**config.mk**
```make
export PLATFORM = sky130hd
export DESIGN_NAME = psc_strap_loader
export DESIGN_NICKNAME = d
export VERILOG_FILES = /design/src/psc_pkg.sv /design/src/psc_strap_loader.sv
export VERILOG_INCLUDE_DIRS = /design/src
export SDC_FILE = /design/constraint.sdc
export NUM_CORES = 1
export LEC_CHECK = 0
export BUFFER_PORTS_ARGS = -buffer_cell sky130_fd_sc_hd__buf_2
export CORE_ASPECT_RATIO = 0.5
export CORE_MARGIN = 2
export CORE_UTILIZATION = 30
export DETAILED_ROUTE_END_ITERATION = 7
export GPL_TIMING_DRIVEN = 0
export SETUP_SLACK_MARGIN = 0.2
export SLEW_MARGIN = 30
export SYNTH_ARGS = -nofsm -noshare
export SYNTH_HDL_FRONTEND = slang
export SYNTH_SLANG_ARGS = --single-unit
export TNS_END_PERCENT = 20
```
**constraint.sdc**
```tcl
create_clock -name clock -period 4.6 [get_ports clock]
set_input_delay 0.46 -clock clock [delete_from_list [all_inputs] [get_ports clock]]
set_output_delay 0.46 -clock clock [all_outputs]
set_load 0.02 [all_outputs]
```
**src/psc_map.svh**
```systemverilog
// Constants for the power-up strap loader: pin positions, decoded values, timing.
// Assumes inclusion by bare name from the package and the design file.
// Overview of operation
// RL1: Clock mode strap selects common or separate clocking.
// RL2: Frequency strap decodes 125, 100, 156.25 MHz.
// RL3: 100 MHz reference allows 1.25/2.5/5 Gbaud.
// RL4: 125/156.25 MHz allows 1.25/2.5/3 Gbaud.
// RL5: Any legal reference allows PCIe 2.5/5.
// RL6: Load inhibit strap blocks EEPROM boot load.
// RL7: Width strap picks one or two address bytes.
// RL8: Without EEPROM, width strap names boot agent.
// RL9: Four slave address straps form slave address.
// RL10: Software may replace strapped slave address.
// RL11: Address select gives EEPROM address 10100 plus straps.
// RL12: Select low forces low EEPROM bits 00.
// RL13: Host strap: id LSB from id strap.
// RL14: Slave with id strap high: all ones.
// RL15: Slave with id strap low: FE values.
// RL16: Host role bit loads from host strap.
// RL17: Receive swap strap gives 00 or 10.
// RL18: Straps share GPIO bits at fixed positions.
// RL19: Board holds straps 4000 cycles after reset.
// RL20: Frequency select comes from GPIO 12:11.
// RL21: Capture straps once; derive everything from copies.
`ifndef PSC_MAP_SVH
`define PSC_MAP_SVH

`define PSC_GPIO_W        16
`define PSC_SA_HI         3
`define PSC_SA_LO         0
`define PSC_INHIBIT_BIT   4
`define PSC_ADDR_SEL_BIT  5
`define PSC_ADDR_W_BIT    6
`define PSC_RX_SWAP_BIT   7
`define PSC_HOST_BIT      9
`define PSC_ID_BIT        10
`define PSC_FREQ_HI       12
`define PSC_FREQ_LO       11

`define PSC_FREQ_125      2'h3
`define PSC_FREQ_100      2'h2
`define PSC_FREQ_156      2'h1
`define PSC_FREQ_RSVD     2'h0

// Rate masks, bit order 1.25/2.5/3/5 Gbaud
`define PSC_RIO_R100      4'hB
`define PSC_RIO_RLOW      4'h7
`define PSC_PCIE_RATES    4'hA
`define PSC_NO_RATES      4'h0

`define PSC_EE_ADDR_TOP   5'h14
`define PSC_LOW_ZERO      2'h0
`define PSC_ID8_SLAVE     8'hFE
`define PSC_ID16_SLAVE    16'h00FE
`define PSC_ID8_ONES      8'hFF
`define PSC_ID16_ONES     16'hFFFF
`define PSC_SWAP_ON       2'h2
`define PSC_SWAP_OFF      2'h0

`define PSC_HOLD_CYCLES   4000

`endif

```
**src/psc_pkg.sv**
```systemverilog
// Types for the power-up strap loader.
// Assumes psc_map.svh is reachable by bare name.
`include "psc_map.svh"
package psc_pkg;
  typedef enum logic [1:0] {
    PSC_REF_RESERVED,
    PSC_REF_100,
    PSC_REF_125,
    PSC_REF_156
  } psc_ref_t;

  // Serdes rate capability flags, bit order 1.25/2.5/3/5 Gbaud
  typedef logic [3:0] psc_rates_t;

  typedef enum logic [1:0] {
    PSC_WAIT,
    PSC_DONE
  } psc_state_t;
endpackage

```
**src/psc_strap_loader.sv**
```systemverilog
// Power-up strap loader: samples shared GPIO straps after reset release
// and holds the derived configuration and register reset values.
// Assumes straps are synchronous to clock and held static by the board.
`timescale 1ns/100ps
`default_nettype none
`include "psc_map.svh"

module psc_strap_loader #(
  parameter int HOLD_CYCLES = `PSC_HOLD_CYCLES
) (
  input  wire logic                     clock,
  input  wire logic                     rst_n,
  input  wire logic [`PSC_GPIO_W-1:0]   gpio_in,
  input  wire logic                     pcie_clocking_mode_strap,
  input  wire logic                     slave_addr_wr,
  input  wire logic [6:0]               slave_addr_wdata,
  input  wire logic                     eeprom_addr_wr,
  input  wire logic [6:0]               eeprom_addr_wdata,
  output var  logic                     straps_valid,
  output var  logic                     pcie_common_clock,
  output var  psc_pkg::psc_ref_t        ref_freq,
  output var  psc_pkg::psc_rates_t      rio_rates,
  output var  psc_pkg::psc_rates_t      pcie_rates,
  output var  logic                     eeprom_load_en,
  output var  logic                     eeprom_two_byte,
  output var  logic                     boot_by_i2c_master,
  output var  logic [6:0]               i2c_slave_addr,
  output var  logic [6:0]               eeprom_addr,
  output var  logic                     rio_host,
  output var  logic [7:0]               base_device_id,
  output var  logic [15:0]              large_base_device_id,
  output var  logic [1:0]               rx_lane_swap
);
  import psc_pkg::*;

  localparam int CW = $clog2(HOLD_CYCLES + 1);

  // Map two strap bits to a reference frequency
  function automatic psc_ref_t decode_ref(input logic [1:0] s);
    psc_ref_t r;
    r = PSC_REF_RESERVED;
    if (s == `PSC_FREQ_125) begin
      r = PSC_REF_125;
    end else if (s == `PSC_FREQ_100) begin
      r = PSC_REF_100;
    end else if (s == `PSC_FREQ_156) begin
      r = PSC_REF_156;
    end
    return r;
  endfunction

  psc_state_t              state_reg;
  psc_state_t              state_next;
  logic [CW-1:0]           count_reg;
  logic [CW-1:0]           count_next;
  logic [`PSC_GPIO_W-1:0]  held_reg;
  logic [`PSC_GPIO_W-1:0]  held_next;
  logic                    clkmode_reg;
  logic                    clkmode_next;
  logic                    window_end;

  // Stability window counter; straps are only trusted at its end
  assign window_end = (state_reg == PSC_WAIT) && (count_reg == CW'(HOLD_CYCLES - 1)); // RL19

  always_comb begin
    state_next = state_reg;
    count_next = count_reg;
    case (state_reg)
      PSC_WAIT: begin
        count_next = count_reg + CW'(1);
        if (window_end) begin
          state_next = PSC_DONE;
        end
      end
      PSC_DONE: begin
        count_next = count_reg;
      end
      default: begin
        state_next = PSC_WAIT;
      end
    endcase
  end

  always_ff @(posedge clock or negedge rst_n) begin
    if (!rst_n) begin
      state_reg <= PSC_WAIT;
      count_reg <= '0;
    end else begin
      state_reg <= state_next;
      count_reg <= count_next;
    end
  end

  // One-time capture; later pin activity is ignored as GPIO traffic
  assign held_next    = window_end ? gpio_in : held_reg; // RL21 RL18
  assign clkmode_next = window_end ? pcie_clocking_mode_strap : clkmode_reg; // RL1

  // Zero until capture, so outputs carry the all-zero strap decode through the window
  always_ff @(posedge clock or negedge rst_n) begin
    if (!rst_n) begin
      held_reg    <= '0;
      clkmode_reg <= 1'b0;
    end else begin
      held_reg    <= held_next;
      clkmode_reg <= clkmode_next;
    end
  end

  // Decoded views of the held copies
  wire logic [1:0] freq_bits  = held_reg[`PSC_FREQ_HI:`PSC_FREQ_LO]; // RL20
  wire psc_ref_t   ref_dec    = decode_ref(freq_bits); // RL2
  wire logic       inhibit    = held_reg[`PSC_INHIBIT_BIT]; // RL6
  wire logic       width_bit  = held_reg[`PSC_ADDR_W_BIT];
  wire logic       sel_bit    = held_reg[`PSC_ADDR_SEL_BIT];
  wire logic       host_bit   = held_reg[`PSC_HOST_BIT];
  wire logic       id_bit     = held_reg[`PSC_ID_BIT];
  wire logic [3:0] sa_bits    = held_reg[`PSC_SA_HI:`PSC_SA_LO];

  // Rate capability: bit0 1.25, bit1 2.5, bit2 3, bit3 5 Gbaud
  wire psc_rates_t rio_dec  = (ref_dec == PSC_REF_100) ? `PSC_RIO_R100 : // RL3
                              (ref_dec == PSC_REF_RESERVED) ? `PSC_NO_RATES : `PSC_RIO_RLOW; // RL4
  wire psc_rates_t pcie_dec = (ref_dec == PSC_REF_RESERVED) ? `PSC_NO_RATES : `PSC_PCIE_RATES; // RL5

  // Upper slave address bits are zero; only four are strapped
  wire logic [6:0] sa_strap = {3'h0, sa_bits}; // RL9
  wire logic [1:0] ee_low   = sel_bit ? sa_bits[1:0] : `PSC_LOW_ZERO; // RL11 RL12
  wire logic [6:0] ee_strap = {`PSC_EE_ADDR_TOP, ee_low}; // RL11

  wire logic [7:0]  id8  = host_bit ? {7'h00, id_bit} : // RL13
                           id_bit ? `PSC_ID8_ONES : `PSC_ID8_SLAVE; // RL14 RL15
  wire logic [15:0] id16 = host_bit ? {15'h0000, id_bit} : // RL13
                           id_bit ? `PSC_ID16_ONES : `PSC_ID16_SLAVE; // RL14 RL15

  // Outputs load one cycle after capture, with straps_valid; software overrides afterwards
  always_ff @(posedge clock or negedge rst_n) begin
    if (!rst_n) begin
      straps_valid <= 1'b0;
    end else begin
      straps_valid <= (state_reg == PSC_DONE);
    end
  end

  always_ff @(posedge clock or negedge rst_n) begin
    if (!rst_n) begin
      pcie_common_clock    <= 1'b0;
      ref_freq             <= PSC_REF_RESERVED;
      rio_rates            <= '0;
      pcie_rates           <= '0;
      eeprom_load_en       <= 1'b0;
      eeprom_two_byte      <= 1'b0;
      boot_by_i2c_master   <= 1'b0;
      rio_host             <= 1'b0;
      base_device_id       <= '0;
      large_base_device_id <= '0;
      rx_lane_swap         <= `PSC_SWAP_OFF;
    end else begin
      pcie_common_clock    <= clkmode_reg; // RL1
      ref_freq             <= ref_dec; // RL2
      rio_rates            <= rio_dec;
      pcie_rates           <= pcie_dec;
      eeprom_load_en       <= (state_reg == PSC_DONE) && !inhibit; // RL6
      eeprom_two_byte      <= !inhibit && width_bit; // RL7
      boot_by_i2c_master   <= inhibit && width_bit; // RL8
      rio_host             <= host_bit; // RL16
      base_device_id       <= id8;
      large_base_device_id <= id16;
      rx_lane_swap         <= held_reg[`PSC_RX_SWAP_BIT] ? `PSC_SWAP_ON : `PSC_SWAP_OFF; // RL17
    end
  end

  // Addresses: strapped until software writes, then the written value wins
  // Writes before capture are dropped, since the strap load would clobber them
  logic       sa_over_reg;
  logic       sa_over_next;
  logic       ee_over_reg;
  logic       ee_over_next;
  logic [6:0] sa_addr_next;
  logic [6:0] ee_addr_next;
  wire logic  sa_take = slave_addr_wr && (state_reg == PSC_DONE); // RL10
  wire logic  ee_take = eeprom_addr_wr && (state_reg == PSC_DONE); // RL12

  assign sa_over_next = sa_over_reg || sa_take;
  assign ee_over_next = ee_over_reg || ee_take;
  assign sa_addr_next = sa_take ? slave_addr_wdata : (sa_over_reg ? i2c_slave_addr : sa_strap); // RL9 RL10
  assign ee_addr_next = ee_take ? eeprom_addr_wdata : (ee_over_reg ? eeprom_addr : ee_strap); // RL11 RL12

  always_ff @(posedge clock or negedge rst_n) begin
    if (!rst_n) begin
      sa_over_reg    <= 1'b0;
      ee_over_reg    <= 1'b0;
      i2c_slave_addr <= '0;
      eeprom_addr    <= '0;
    end else begin
      sa_over_reg    <= sa_over_next;
      ee_over_reg    <= ee_over_next;
      i2c_slave_addr <= sa_addr_next;
      eeprom_addr    <= ee_addr_next;
    end
  end

  // Helper: cycles since reset release, saturating just past the window
  logic [CW:0] since_reg;
  logic [CW:0] since_next;
  assign since_next = (since_reg <= (CW+1)'(HOLD_CYCLES)) ? since_reg + (CW+1)'(1) : since_reg;
  always_ff @(posedge clock or negedge rst_n) begin
    if (!rst_n) begin
      since_reg <= '0;
    end else begin
      since_reg <= since_next;
    end
  end

  capture_time_a: assert property (@(posedge clock) disable iff (!rst_n) // RL19
    window_end |-> since_reg == (CW+1)'(HOLD_CYCLES - 1))
    else $error("strap capture at wrong cycle");

  frozen_held_a: assert property (@(posedge clock) disable iff (!rst_n) // RL21
    (state_reg == PSC_DONE) |=> $stable(held_reg))
    else $error("held straps changed after capture");

  clock_mode_a: assert property (@(posedge clock) disable iff (!rst_n) // RL1
    straps_valid |-> pcie_common_clock == clkmode_reg)
    else $error("clock mode not from strap");

  freq_decode_a: assert property (@(posedge clock) disable iff (!rst_n) // RL2
    straps_valid && freq_bits == `PSC_FREQ_100 |-> ref_freq == PSC_REF_100 && rio_rates == `PSC_RIO_R100)
    else $error("100 MHz decode wrong");

  eeprom_mode_a: assert property (@(posedge clock) disable iff (!rst_n) // RL6
    straps_valid |-> eeprom_load_en == !inhibit && !(eeprom_two_byte && boot_by_i2c_master))
    else $error("eeprom load enable wrong");

  ee_address_a: assert property (@(posedge clock) disable iff (!rst_n) // RL11
    straps_valid && !ee_over_reg |-> eeprom_addr[6:2] == `PSC_EE_ADDR_TOP &&
      (sel_bit || eeprom_addr[1:0] == `PSC_LOW_ZERO))
    else $error("eeprom address wrong");

  slave_ids_a: assert property (@(posedge clock) disable iff (!rst_n) // RL15
    straps_valid && !host_bit && !id_bit |-> base_device_id == `PSC_ID8_SLAVE &&
      large_base_device_id == `PSC_ID16_SLAVE)
    else $error("slave base_device_id wrong");

  host_ids_a: assert property (@(posedge clock) disable iff (!rst_n) // RL13
    straps_valid && host_bit |-> base_device_id == {7'h00, id_bit} && rio_host)
    else $error("host base_device_id wrong");

  swap_field_a: assert property (@(posedge clock) disable iff (!rst_n) // RL17
    straps_valid |-> rx_lane_swap == (held_reg[`PSC_RX_SWAP_BIT] ? `PSC_SWAP_ON : `PSC_SWAP_OFF))
    else $error("rx swap field wrong");

  sa_override_a: assert property (@(posedge clock) disable iff (!rst_n) // RL10
    slave_addr_wr && state_reg == PSC_DONE |=> i2c_slave_addr == $past(slave_addr_wdata))
    else $error("slave address override lost");

  // Window and capture checks
  valid_rise_a: assert property (@(posedge clock) disable iff (!rst_n) // RL19
    $rose(straps_valid) |-> since_reg == (CW+1)'(HOLD_CYCLES + 1))
    else $error("straps valid at wrong cycle");

  capture_once_a: assert property (@(posedge clock) disable iff (!rst_n) // RL19
    window_end |=> !window_end)
    else $error("strap capture repeated");

  state_hold_a: assert property (@(posedge clock) disable iff (!rst_n) // RL21
    state_reg == PSC_DONE |=> state_reg == PSC_DONE)
    else $error("loader left done state");

  // Pins go busy after the window; settings must not follow them
  settings_hold_a: assert property (@(posedge clock) disable iff (!rst_n) // RL21
    straps_valid |=> $stable(pcie_common_clock) && $stable(ref_freq) && $stable(base_device_id) &&
      $stable(large_base_device_id) && $stable(rx_lane_swap) && $stable(rio_host))
    else $error("settings moved after capture");

  // Frequency and rate checks
  freq_125_a: assert property (@(posedge clock) disable iff (!rst_n) // RL2
    straps_valid && freq_bits == `PSC_FREQ_125 |-> ref_freq == PSC_REF_125)
    else $error("125 MHz decode wrong");

  freq_156_a: assert property (@(posedge clock) disable iff (!rst_n) // RL2
    straps_valid && freq_bits == `PSC_FREQ_156 |-> ref_freq == PSC_REF_156)
    else $error("156.25 MHz decode wrong");

  freq_reserved_a: assert property (@(posedge clock) disable iff (!rst_n) // RL2
    straps_valid && freq_bits == `PSC_FREQ_RSVD |-> ref_freq == PSC_REF_RESERVED &&
      rio_rates == `PSC_NO_RATES && pcie_rates == `PSC_NO_RATES)
    else $error("reserved frequency decode wrong");

  rio_low_rates_a: assert property (@(posedge clock) disable iff (!rst_n) // RL4
    straps_valid && (freq_bits == `PSC_FREQ_125 || freq_bits == `PSC_FREQ_156) |->
      rio_rates == `PSC_RIO_RLOW)
    else $error("rapidio rates wrong");

  pcie_rates_a: assert property (@(posedge clock) disable iff (!rst_n) // RL5
    straps_valid && freq_bits != `PSC_FREQ_RSVD |-> pcie_rates == `PSC_PCIE_RATES)
    else $error("pcie rates wrong");

  // Boot mode checks
  no_load_wait_a: assert property (@(posedge clock) disable iff (!rst_n) // RL6
    state_reg == PSC_WAIT |=> !eeprom_load_en)
    else $error("eeprom load before capture");

  two_byte_a: assert property (@(posedge clock) disable iff (!rst_n) // RL7
    straps_valid |-> eeprom_two_byte == (eeprom_load_en && width_bit))
    else $error("eeprom address width wrong");

  boot_agent_a: assert property (@(posedge clock) disable iff (!rst_n) // RL8
    straps_valid |-> boot_by_i2c_master == (!eeprom_load_en && width_bit))
    else $error("boot agent wrong");

  // Address checks
  slave_strap_a: assert property (@(posedge clock) disable iff (!rst_n) // RL9
    straps_valid && !sa_over_reg |-> i2c_slave_addr == {3'h0, sa_bits})
    else $error("strapped slave address wrong");

  ee_select_a: assert property (@(posedge clock) disable iff (!rst_n) // RL11
    straps_valid && !ee_over_reg && sel_bit |-> eeprom_addr[1:0] == sa_bits[1:0])
    else $error("eeprom low bits not from straps");

  ee_default_a: assert property (@(posedge clock) disable iff (!rst_n) // RL12
    straps_valid && !ee_over_reg && !sel_bit |-> eeprom_addr[1:0] == `PSC_LOW_ZERO)
    else $error("eeprom low bits not zero");

  ee_override_a: assert property (@(posedge clock) disable iff (!rst_n) // RL12
    eeprom_addr_wr && state_reg == PSC_DONE |=> eeprom_addr == $past(eeprom_addr_wdata))
    else $error("eeprom address override lost");

  early_refuse_a: assert property (@(posedge clock) disable iff (!rst_n) // RL10
    state_reg == PSC_WAIT |-> !sa_over_reg && !ee_over_reg)
    else $error("write taken before capture");

  // Identity checks
  ones_ids_a: assert property (@(posedge clock) disable iff (!rst_n) // RL14
    straps_valid && !host_bit && id_bit |-> base_device_id == `PSC_ID8_ONES &&
      large_base_device_id == `PSC_ID16_ONES)
    else $error("all ones base_device_id wrong");

  host_large_a: assert property (@(posedge clock) disable iff (!rst_n) // RL13
    straps_valid && host_bit |-> large_base_device_id == {15'h0000, id_bit})
    else $error("host large base_device_id wrong");

  host_role_a: assert property (@(posedge clock) disable iff (!rst_n) // RL16
    straps_valid |-> rio_host == host_bit)
    else $error("host role wrong");

endmodule
`default_nettype wire

```
==> results.cfg <==
[status]
status = finished, final reports clean

[floorplan]
fp.dieW_um = 131
start_util_pct = 30.6
die_y_um = 67.4
core-area_um2 = 7890
ios = 91
dieArea_um2 = 8810
num_rows = 23

[critical_path]
slowest_stage = nor4_4
endpoint_kind = flop
rrSetupSlack_ps = 2530
slowest_delay_ps = 480
cp_max_fo = 10
critical-path-top-delay-family = simple AND/OR/NAND/NOR gates
crit_required_ps = 4770
cp_num_buf_inv = 1
critPathArrivalTime_ps = 2240
cp_cell_sequence = ha_1 > or2b_1 > nor4_4 > buf_6 > mux2_2
crit_type = reg -> reg
start_kind = flop

[layout]
area_growth_pct = 30.3
final_area_um2 = 3140
drive_gt1_share_pct = 46.8
nNetsFinal = 334
multi_input_area_um2 = 746
fillers = 772
n_antenna_cell = 0
regArea_um2 = 1400

[min_path]
hold_class = in -> async

[clock_network]
htreeDepth = 2
numClockSinks = 56
numCtsBuffers = 5
ctsHoldBuffers = 0
cts_tree = built
post_cts_buffers = 0
clockBufferDepth = 2
clk_pin_slew_ps = 70
insertion_delay_ps = 290
post_cts_resized = 0
cts-root-buf = clkbuf_16

[sta]
tightest_slew_ps = 704
fin_crit_sh_pct = 45.0
finalMaxSlewViolations = 0
setup_violations = 0
rsz0062_at_grt = false
setup_tns_ps = 0
finalHoldViolCount = 0
period_minus_slack_ps = 2070
skew_ps = 6.17
max_slew_margin_pct = 53.1
fin_hold_ws_ps = 221
fmax_ghz = 0.483

[synth]
avgSynthCellArea_um2 = 11.9
synth_seq_cells = 56
synth_cell_type_count = 31
synth-edff-count = 0
synthArstFlopShare_pct = 100
yosysWarnings = 0
syn-cell-area_um2 = 2410
yosysSeqAreaShare_pct = 58.2
netlist_instances = 202
ys.flop_type = dfrtp_1

[power_and_ir_drop]
design_power_total_mw = 0.936
power.static_leakage_nw = 1.70
ir_drop_mv = 0.158
power.density_nw_per_um2 = 298

[placed_design]
portBuffers = 83
post_dp_cell_area_um2 = 2980
post-dp-hpwl_mm = 3.49
gp_congestion = 0.709

[global_routing]
globalRoute.totalOverflow = 0
grt_max_degree = 57
grt_pass1_wl_mm = 7.71
grt_pass1_vias = 1626
grt_usage_pct = 11.4
antenna_found_initial = 0

[detailed_routing]
wl_met3_um = 136
route.met2.wl_mm = 2.51
wirelength_mm = 4.69
num_vias = 1629
drtAntennaViolNets = 0
firstDrtPassIters = 4
first_iter_violations = 48
wl_per_cell_um = 11.5
highest_layer = met4
vias_per_cell = 4.00
wirelength_met1_mm = 1.98
drc = 0

[run]
cap_violations = 0
logic make-up (layout without fill, tap and decap cells):
family	after synthesis	after routing	share of synthesized area [%]
XOR/XNOR	11	11	4.00
AND/OR/NAND/NOR	58	58	13.2
multiplexers	18	18	8.20
buffers and inverters	42	133	11.2
other	1	3	0.156
AO/OA/AOI/OAI	11	11	2.49
flip-flops	56	56	58.2
adder cells (fa/ha/maj)	5	5	2.60
metal layers:
metal,vias to the layer above,GRT usage (%)
met2,18,19.5
met5,-,0
met3,8,3.01
li1,815,-
met1,788,13.9
met4,0,4.65
report_power, final:
group          total [mW]  switching [mW]  internal (mW)
Sequential          0.492               0          0.492
Clock               0.417           0.161          0.256
Combinational      0.0265          0.0155         0.0109
Total               0.936           0.177          0.759
worst reg2reg max path, cell delays in order, from the launching register on:
cell and delay [ps]:
dfrtp_1 390, ha_1 200, or2b_1 320, nor4_4 480, buf_6 230, mux2_2 340
cells in the final DEF (no fill, tap or decap), drive strengths merged, types with 7 or more instances in the layout:
master  netlist  layout
dfrtp        56      56
mux2         14      14
xor2          8       8
buf          30     113
nor2          8       8
clkbuf        4      10
o21ai         7       7
nand2        20      20
nand3         7       7
inv           8       8
final timing paths:
check,from,end,cells past startpoint
setup / recovery,count_reg[0],held_reg[7],5
hold / removal,rst_n,eeprom_addr[6],1
setup reg to reg,count_reg[0],held_reg[7],5
hold reg to reg,clkmode_reg,pcie_common_clock,0
max in group asynchronous,rst_n,count_reg[8],1
min in group clock,slave_addr_wdata[4],i2c_slave_addr[4],3
through the flow:
step	worst slack, ps	utilization [%]	instances
floorplan	2770	-	204
global placement	2520	37.7	399
detailed placement	2520	37.7	399
CTS	2490	39.8	407
global route	2360	39.8	407
finish	2530	39.8	407
synth_stat cells (2+ instances only):
cell type	count	area [um^2]
dfrtp_1	56	1400
buf_4	28	210
nand2_1	20	75.1
mux2_2	14	158
inv_1	8	30.0
nor2_1	8	30.0
xor2_1	8	70.1
o21ai_0	7	35.0
nand3_1	6	30.0
ha_1	5	62.6
a31oi_1	4	25.0
clkbuf_1	4	15.0
mux2i_1	4	40.0
nand3b_1	3	22.5
nor2b_1	3	18.8
nor3_1	3	15.0
or2_2	3	18.8
xnor2_1	3	26.3
nand4_1	2	12.5
nor4_1	2	12.5
cell type report:
class,count,area share (%)
timing repair buffer,83,13.3
inverter,8,0.957
buffer,34,7.65
tap,112,4.46
clock buffer,6,4.11
clock inverter,2,1.12
multi-input combinational,106,23.8
sequential,56,44.6
Note: power is estimated with default switching activity, not from simulation.
